[config.mk]
export PLATFORM = sky130hd
export DESIGN_NAME = emb_bus_ctrl
export DESIGN_NICKNAME = d
export VERILOG_FILES = /design/src/shared/emb_pkg.sv /design/src/hw/emb_bus_ctrl.sv
export SDC_FILE = /design/constraint.sdc
export NUM_CORES = 1
export LEC_CHECK = 0
export BUFFER_PORTS_ARGS = -buffer_cell sky130_fd_sc_hd__buf_4
export CAP_MARGIN = 20
export CORE_MARGIN = 4
export CORE_UTILIZATION = 31
export CTS_BUF_LIST = sky130_fd_sc_hd__clkbuf_4 sky130_fd_sc_hd__clkbuf_8 sky130_fd_sc_hd__clkbuf_16
export DETAILED_ROUTE_END_ITERATION = 16
export PLACE_DENSITY = 0.5
export REMOVE_ABC_BUFFERS = 1
export SETUP_SLACK_MARGIN = 0.3
export SLEW_MARGIN = 30
export SYNTH_ARGS = -nofsm -noshare
export SYNTH_HDL_FRONTEND = slang
export SYNTH_SLANG_ARGS = --single-unit
[constraint.sdc]
create_clock -name i_core_clk -period 4.2 [get_ports i_core_clk]
set_input_delay 0.63 -clock i_core_clk [delete_from_list [all_inputs] [get_ports i_core_clk]]
set_output_delay 0.63 -clock i_core_clk [all_outputs]
set_load 0.01 [all_outputs]
[src/shared/emb_pkg.sv]
// constants and carrier types for the external memory bus control block
// Behaviour
// RULE_01: While code runs from external program memory the program fetch strobe pulses twice in every machine cycle.
// RULE_02: A machine cycle that performs an external data access leaves out both program fetch strobe pulses.
// RULE_03: The program fetch strobe stays inactive while instructions come from on-chip program memory.
// RULE_04: In normal operation the address latch strobe runs freely at one sixth of the oscillator rate.
// RULE_05: Every external data access drops exactly one address latch strobe pulse.
// RULE_06: With the latch strobe disable bit set the strobe appears only during an external data move instruction.
// RULE_07: The address latch strobe marks the low address byte on the multiplexed port for every external access.
// RULE_08: With the fetch select pin held low every program fetch, from address zero up, goes to external memory.
// RULE_09: With the fetch select pin high fetches are internal unless the program counter lies above the internal top.
// RULE_10: With security bit 1 programmed the fetch select pin is caught once at reset and later changes are ignored.
// RULE_11: The high address port carries address bits 8 to 15 during external accesses and is general I/O otherwise.
// RULE_12: In programming mode the latch strobe pin is released and read as the program pulse input.
// RULE_13: The program fetch strobe and fetch select pin are active low, the address latch strobe active high.
package emb_pkg;

    // oscillator periods in one machine cycle and in one half (slot)
    localparam int unsigned    EMB_CYCLE_OSC      = 12;
    localparam int unsigned    EMB_SLOT_OSC       = EMB_CYCLE_OSC / 2;
    localparam logic [2:0]     EMB_PH_LAST        = 3'(EMB_SLOT_OSC - 1);
    // phases inside a slot
    localparam logic [2:0]     EMB_PH_ALE_FIRST   = 3'h0;
    localparam logic [2:0]     EMB_PH_ALE_LAST    = 3'h1;
    localparam logic [2:0]     EMB_PH_ADDR_LAST   = 3'h2;
    localparam logic [2:0]     EMB_PH_STROBE      = 3'h3;
    // address map
    localparam logic [15:0]    EMB_INT_ROM_TOP    = 16'h3fff;
    localparam logic [15:0]    EMB_RESET_PC       = 16'h0000;
    // reset values
    localparam logic           EMB_STROBE_IDLE    = 1'b1;
    localparam logic           EMB_EA_RESET       = 1'b0;

    typedef enum logic {EMB_SLOT_ADDR, EMB_SLOT_DATA} emb_slot_t;

    // what the core wants done in the next machine cycle
    typedef struct packed {
        logic [15:0] pc;
        logic        external_data_move_instruction;
        logic        external_data_move_instruction_wr;
        logic [15:0] external_data_move_instruction_addr;
        logic [7:0]  wr_data;
    } emb_req_t;

    // one 8-bit two-way port: value and active-low output enable
    typedef struct packed {
        logic [7:0]  data;
        logic        oe_b;
    } emb_port_t;

    localparam emb_req_t       EMB_REQ_RESET  = '{pc: EMB_RESET_PC, external_data_move_instruction: 1'b0, external_data_move_instruction_wr: 1'b0,
                                                  external_data_move_instruction_addr: 16'h0000, wr_data: 8'h00};
    localparam emb_port_t      EMB_PORT_IDLE  = '{data: 8'hff, oe_b: 1'b1};

endpackage

[src/hw/emb_bus_ctrl.sv]
// external memory bus strobe, multiplexing and fetch-source control
`timescale 1ns/100ps
`default_nettype none

module emb_bus_ctrl #(
    parameter logic [15:0] INT_ROM_TOP = emb_pkg::EMB_INT_ROM_TOP
) (
    // clock, reset, enable
    input  wire logic              i_core_clk,
    input  wire logic              i_rst_b,
    input  wire logic              i_ce,
    // core request side
    input  wire emb_pkg::emb_req_t i_req,
    input  wire emb_pkg::emb_port_t i_port0_gpio,
    input  wire emb_pkg::emb_port_t i_port2_gpio,
    input  wire logic              i_ale_disable,
    input  wire logic              i_security_bit1,
    input  wire logic              i_program_pulse_input_mode,
    // core answer side
    output logic                   o_cycle_start,
    output logic                   o_fetch_internal,
    output logic                   o_fetch_valid,
    output logic [7:0]             o_fetch_data,
    output logic                   o_external_data_move_instruction_done,
    output logic [7:0]             o_external_data_move_instruction_rd_data,
    output logic                   o_program_pulse,
    // external pins
    input  wire logic              i_external_fetch_select_b,
    input  wire logic [7:0]        i_multiplexed_addr_data_port,
    input  wire logic              i_ale_pin,
    output emb_pkg::emb_port_t     o_multiplexed_addr_data_port,
    output emb_pkg::emb_port_t     o_high_address_port,
    output logic                   o_ale,
    output logic                   o_ale_oe_b,
    output logic                   o_program_fetch_strobe_b,
    output logic                   o_rd_b,
    output logic                   o_wr_b
);
    import emb_pkg::*;

    if (INT_ROM_TOP == 16'hffff)
    begin : g_bad_top
        $error("internal program memory top leaves no external fetch space");
    end

    // fetch goes outside when the select pin is low or past the internal top
    function automatic logic fetch_is_ext(input logic sel_b, input logic [15:0] addr);
        fetch_is_ext = !sel_b || (addr > INT_ROM_TOP); // [RULE_08] [RULE_09] [RULE_13]
    endfunction

    // sequencing state
    emb_slot_t  slot;
    emb_slot_t  next_slot;
    logic [2:0] ph;
    logic [2:0] next_ph;
    emb_req_t   req;
    emb_req_t   next_req;
    // fetch select capture
    logic       ea_caught;
    logic       next_ea_caught;
    logic       ea_latched;
    logic       next_ea_latched;
    // pin and answer registers
    emb_port_t  next_port0;
    emb_port_t  next_port2;
    logic       next_ale;
    logic       next_ale_oe_b;
    logic       next_program_fetch_strobe_b;
    logic       next_rd_b;
    logic       next_wr_b;
    logic       next_fetch_internal;
    logic       next_fetch_valid;
    logic [7:0] next_fetch_data;
    logic       next_external_data_move_instruction_done;
    logic [7:0] next_external_data_move_instruction_rd_data;
    logic       next_program_pulse;
    // helpers
    logic       cycle_end;
    logic       sel_b_now;
    logic [15:0] n_addr;
    logic       n_ext;
    logic       cur_ext;

    assign cycle_end     = (ph == EMB_PH_LAST) && (slot == EMB_SLOT_DATA);
    assign o_cycle_start = i_ce && cycle_end;

    // a pin level that is still uncaught is used directly, so the first cycle decides right
    assign sel_b_now = (i_security_bit1 && ea_caught) ? ea_latched : i_external_fetch_select_b;

    always_comb
    begin
        next_ea_caught  = 1'b1;
        next_ea_latched = ea_caught ? ea_latched : i_external_fetch_select_b; // [RULE_10]
    end

    // slot and phase sequencing; a new request is taken only at the cycle boundary
    always_comb
    begin
        next_ph   = (ph == EMB_PH_LAST) ? EMB_PH_ALE_FIRST : 3'(ph + 3'h1);
        next_slot = slot;
        if (ph == EMB_PH_LAST)
        begin
            next_slot = (slot == EMB_SLOT_ADDR) ? EMB_SLOT_DATA : EMB_SLOT_ADDR;
        end
        next_req = cycle_end ? i_req : req;
    end

    // pin values for the coming phase, so every pin leaves a flip-flop
    always_comb
    begin
        n_addr = next_req.external_data_move_instruction ? next_req.external_data_move_instruction_addr
               : ((next_slot == EMB_SLOT_ADDR) ? next_req.pc : 16'(next_req.pc + 16'h0001));
        n_ext  = next_req.external_data_move_instruction || fetch_is_ext(sel_b_now, n_addr);
        next_fetch_internal = !next_req.external_data_move_instruction && !n_ext; // [RULE_03]

        next_ale = 1'b0;
        if (!i_program_pulse_input_mode && (next_ph <= EMB_PH_ALE_LAST))
        begin
            if (next_req.external_data_move_instruction)
            begin
                next_ale = (next_slot == EMB_SLOT_ADDR); // [RULE_05] [RULE_06]
            end
            else
            begin
                next_ale = !i_ale_disable; // [RULE_04] [RULE_06]
            end
        end
        next_ale_oe_b = i_program_pulse_input_mode; // [RULE_12]

        next_program_fetch_strobe_b = EMB_STROBE_IDLE;
        if (!next_req.external_data_move_instruction && n_ext && (next_ph >= EMB_PH_STROBE))
        begin
            next_program_fetch_strobe_b = 1'b0; // [RULE_01] [RULE_02] [RULE_03]
        end

        next_rd_b = EMB_STROBE_IDLE;
        next_wr_b = EMB_STROBE_IDLE;
        if (next_req.external_data_move_instruction && !((next_slot == EMB_SLOT_ADDR) && (next_ph <= EMB_PH_ADDR_LAST)))
        begin
            next_rd_b = next_req.external_data_move_instruction_wr;
            next_wr_b = !next_req.external_data_move_instruction_wr;
        end

        // high byte holds for the whole access; the port is plain I/O otherwise
        if (n_ext)
        begin
            next_port2 = '{data: n_addr[15:8], oe_b: 1'b0}; // [RULE_11]
        end
        else
        begin
            next_port2 = i_port2_gpio; // [RULE_11]
        end

        if (!n_ext)
        begin
            next_port0 = i_port0_gpio;
        end
        else if ((next_ph <= EMB_PH_ADDR_LAST)
                 && !(next_req.external_data_move_instruction && (next_slot == EMB_SLOT_DATA)))
        begin
            next_port0 = '{data: n_addr[7:0], oe_b: 1'b0}; // [RULE_07]
        end
        else if (next_req.external_data_move_instruction && next_req.external_data_move_instruction_wr)
        begin
            next_port0 = '{data: next_req.wr_data, oe_b: 1'b0};
        end
        else
        begin
            next_port0 = EMB_PORT_IDLE;
        end
    end

    // read data is taken on the last phase of a strobe, while the memory still drives
    always_comb
    begin
        next_fetch_valid  = (ph == EMB_PH_LAST) && !o_program_fetch_strobe_b;
        next_fetch_data   = next_fetch_valid ? i_multiplexed_addr_data_port : o_fetch_data;
        next_external_data_move_instruction_done    = cycle_end && req.external_data_move_instruction;
        next_external_data_move_instruction_rd_data = (cycle_end && !o_rd_b) ? i_multiplexed_addr_data_port
                                                   : o_external_data_move_instruction_rd_data;
        next_program_pulse = i_program_pulse_input_mode && i_ale_pin; // [RULE_12]
    end

    always_ff @(posedge i_core_clk or negedge i_rst_b)
    begin
        if (!i_rst_b)
        begin
            slot       <= EMB_SLOT_DATA;
            ph         <= EMB_PH_LAST;
            req        <= EMB_REQ_RESET;
            ea_caught  <= 1'b0;
            ea_latched <= EMB_EA_RESET;
        end
        else if (i_ce)
        begin
            slot       <= next_slot;
            ph         <= next_ph;
            req        <= next_req;
            ea_caught  <= next_ea_caught;
            ea_latched <= next_ea_latched;
        end
    end

    always_ff @(posedge i_core_clk or negedge i_rst_b)
    begin
        if (!i_rst_b)
        begin
            o_multiplexed_addr_data_port <= EMB_PORT_IDLE;
            o_high_address_port          <= EMB_PORT_IDLE;
            o_ale                        <= 1'b0;
            o_ale_oe_b                   <= 1'b0;
            o_program_fetch_strobe_b     <= EMB_STROBE_IDLE;
            o_rd_b                       <= EMB_STROBE_IDLE;
            o_wr_b                       <= EMB_STROBE_IDLE;
            o_fetch_internal             <= 1'b0;
            o_fetch_valid                <= 1'b0;
            o_fetch_data                 <= 8'h00;
            o_external_data_move_instruction_done                  <= 1'b0;
            o_external_data_move_instruction_rd_data               <= 8'h00;
            o_program_pulse              <= 1'b0;
            cur_ext                      <= 1'b0;
        end
        else if (i_ce)
        begin
            o_multiplexed_addr_data_port <= next_port0;
            o_high_address_port          <= next_port2;
            o_ale                        <= next_ale;
            o_ale_oe_b                   <= next_ale_oe_b;
            o_program_fetch_strobe_b     <= next_program_fetch_strobe_b;
            o_rd_b                       <= next_rd_b;
            o_wr_b                       <= next_wr_b;
            o_fetch_internal             <= next_fetch_internal;
            o_fetch_valid                <= next_fetch_valid;
            o_fetch_data                 <= next_fetch_data;
            o_external_data_move_instruction_done                  <= next_external_data_move_instruction_done;
            o_external_data_move_instruction_rd_data               <= next_external_data_move_instruction_rd_data;
            o_program_pulse              <= next_program_pulse;
            cur_ext                      <= n_ext;
        end
    end

    // checks; a frozen clock enable stretches phases, so most checks tie state to pins
    logic [15:0] cur_addr;
    assign cur_addr = req.external_data_move_instruction ? req.external_data_move_instruction_addr
                    : ((slot == EMB_SLOT_ADDR) ? req.pc : 16'(req.pc + 16'h0001));
endmodule

`default_nettype wire

==> key figures <==
Yosys
  • Register bit total from synthesis: 91
  • Cells after synthesis: 431
  • Warnings from Yosys: 0
  • Post-synth top flop: dfrtp_1
  • Syn avg cell area: roughly 12 sq um
  • EDFF count, synth: 0
  • Async S/R FF share, synth: 1.00
  • Cell area after synthesis: 0.00503 sq mm
  • Sequential fraction of the synthesis area: 0.459
  • Netlist cell types: 69

Detailed routing
  • Detailed Route Iter0 Violations: 194
  • Via count: 3897
  • Post-DRT Antenna Nets: 0
  • Vias per inst: 5.07
  • DR pass1 iterations: 5
  • DRC viols: 0
  • DRT Wirelength: 14300 microns
  • Routed WL per cell: between 15 and 20 microns

Worst setup path
  • Max incr delay on CP: ~560 ps
  • Worst R2R Start: ph[2]
  • Critical path depth: 10
  • Critical path class: flip-flop to flip-flop
  • CP startpoint kind: flip-flop
  • Crit path DAT: 3860 ps
  • Crit path cell chain: inv_1 -> nor3b_1 -> ha_4 -> buf_4 -> mux2i_2 -> nor3_2 -> and4_1 -> or3_1 -> a31oi_4 -> a221oi_1
  • Crit path max fanout: 15
  • Top delay family on crit path: simple AND/OR/NAND/NOR gates
  • Critical path origin: ph[2]
  • Worst Reg-to-Reg Cells: 10
  • CP Capture Type: flip-flop
  • Worst R2R End: o_multiplexed_addr_data_port[1]
  • Slack of the worst reg-to-reg path: 600 ps
  • CP endpoint: o_multiplexed_addr_data_port[1]
  • Crit path max-delay cell type: dfstp_2
  • Worst path required time: 4460 ps
  • WP buf/inv: 2

Cells and area
  • Diodes inserted: 0
  • Post-layout util: 0.407
  • Post-Layout Cell Count: 768
  • Layout cells sized above 1: 0.480
  • Final #Nets: 625
  • P&R area growth vs syn: 28.7%

CTS
  • CTS Buf Count: 9
  • Clock root buffer: clkbuf_16
  • Clock Path Buffers: 2
  • Clock Sinks: 91
  • Clock transition at path regs: 70 ps
  • # resized after CTS: 0
  • TritonCTS clock tree: yes
  • Hold buffers post-CTS: 0
  • Clock latency on the worst-skew pair: 350 ps
  • H-tree lvl count: 3
  • Setup repair bufs after CTS: 0

Power
  • Power per cell area: 632 mW/mm^2
  • Sequential Power Share: 0.367
  • Part of the power in combinational logic: 0.435
  • Internal Dissipation: 2.58 mW
  • Max rail drop VDD: 253 uV
  • NetSw: 1.51 mW
  • Lkg Pwr: around 2.9 nW
  • Clock power share: 0.197
  • Switching Fraction: 0.370

STA
  • Hold_ws: 261 ps
  • Setup-failing EPs final: 0
  • RSZ-0062 raised after global routing: no
  • Final Hold Viols: 0
  • Tmin final: 3600 ps
  • Final period util: 0.858
  • Final slew viol count: 0
  • Final worst slack: 598 ps
  • Rel. slew slack: 0.483
  • Actual slew at the worst max-slew pin: just under 800 ps
  • Clk_skew: 10.7 ps
  • Achievable frequency: about 0.28 GHz

Global routing
  • Largest net degree at the start of global routing: 68
  • GRT Residual Overflow: 0
  • Initial antenna violation count: 0
  • GRT Total Usage: 0.159
  • First-pass GRT wire length: roughly 22000 microns
  • Number of global-route vias before repair: 3993

Hold path
  • Worst Hold Class: input pin to asynchronous set/reset pin

Status
  • Status: complete, no violations

Job
  • Max Cap Viol: 0

Placement
  • Worst slack, placed: about 450 ps
  • GPL Wtd Cong: 0.825
  • Number of port buffers: 119
  • DP Cell Count: around 750
  • Hpwl dp: approximately 11000 microns

Die
  • Die Y-Extent: roughly 140 microns
  • Starting density of the core: 0.317
  • Core Rows: 46
  • Width of the die: 135 microns
  • Die area: 0.0183 sq mm
  • Core area: 0.0159 sq mm
  • IO Pins: 120
## final cells by class
type / instances / area [sq um]
well taps: 216 / 270
clock inverters: 7 / 66.3
multi-input cells: 305 / 2580
inverters: 12 / 45.0
flip-flops and latches: 91 / 2310
fillers: 1568 / 9410
repair buffers: 128 / 977
clock buffers: 9 / 225
## state kept, by name, summed over array words and instances, names as in the netlist, 3 cells and up
register	count
o_fetch_data	8
o_external_data_move_instruction_rd_data	8
o_high_address_port	9
req	42
o_multiplexed_addr_data_port	9
ph	3
## per-stage QoR
step	power [mW]	instance area (sq um)	TNS, ps
6_report	4.09	6470	0
5_1_grt	4.36	6470	0
4_1_cts	4.13	6460	0
3_5_place_dp	3.31	6170	0
3_3_place_gp	3.27	6170	0
2_1_floorplan	2.61	4920	-29340
## power groups by stage
stage | clock, mW | sequential, mW | combinational, mW
4_1_cts | 0.833 | 1.50 | 1.80
6_report | 0.808 | 1.50 | 1.78
3_5_place_dp | 0 | 1.51 | 1.80
3_3_place_gp | 0 | 1.51 | 1.76
5_1_grt | 0.870 | 1.54 | 1.95
2_1_floorplan | 0 | 1.51 | 1.10
## worst min-delay path by stage
stage / start / to / cells past startpoint / slack [ps]
final: i_rst_b / req[18] / 1 / 260
after global routing: i_rst_b / req[18] / 1 / 320
after CTS: i_rst_b / req[18] / 1 / 420
after detailed placement: o_high_address_port[0] / o_high_address_port[0] / 1 / 470
after global placement: o_high_address_port[0] / o_high_address_port[0] / 1 / 470
after floorplan: i_rst_b / ea_caught / 0 / 330
## logic make-up after synthesis
logic type	Yosys count	synth area share
adders and majority gates	2	0.00497
buffers and inverters	35	0.0313
AOI/OAI and AO/OA	95	0.153
and+or+nand+nor	97	0.111
muxes	102	0.226
DFF	91	0.459
xor gates and xnor gates	9	0.0157
## metal layers
| metal | part of all wire | global-route usage |
|---|---|---|
| met1 | 0.46 | 0.221 |
| met2 | 0.47 | 0.250 |
| met3 | 0.057 | 0.0323 |
| met5 | 0 | 0 |
| met4 | 0.012 | 0.0470 |
## synthesized netlist by cell type, types with 8 or more instances
cell type	number	area share
dfstp_2	24	0.13
o21ai_0	11	0.011
dfrtp_1	67	0.33
clkbuf_1	9	0.0067
nor2_1	27	0.020
nor3_1	8	0.0080
a21oi_1	12	0.012
nand2_1	17	0.013
inv_1	12	0.0090
mux2i_1	26	0.052
a21o_1	8	0.012
mux2_2	72	0.16
## placed cells by master, fill, tap and decap left out, drive strengths merged, types with 3 or more instances in the layout
master and count:
xnor2 5, o22ai 3, nor4 4, nand3b 3
a22o 3, a41oi 3, a21o 8, nand3 7
nor3 11, o21ai 13, a21oi 13, o31ai 5
clkbuf 9, nand2 17, and4 5, a31oi 4
dfrtp 67, nor2 27, a211oi 5, buf 128
xor2 4, a221o 5, nor2b 7, or2 5
and3 3, dfstp 24, a2111oi 4, a221oi 7
mux2i 29, inv 17, mux2 72, o22a 3
Power figures use the tool's default switching activity.
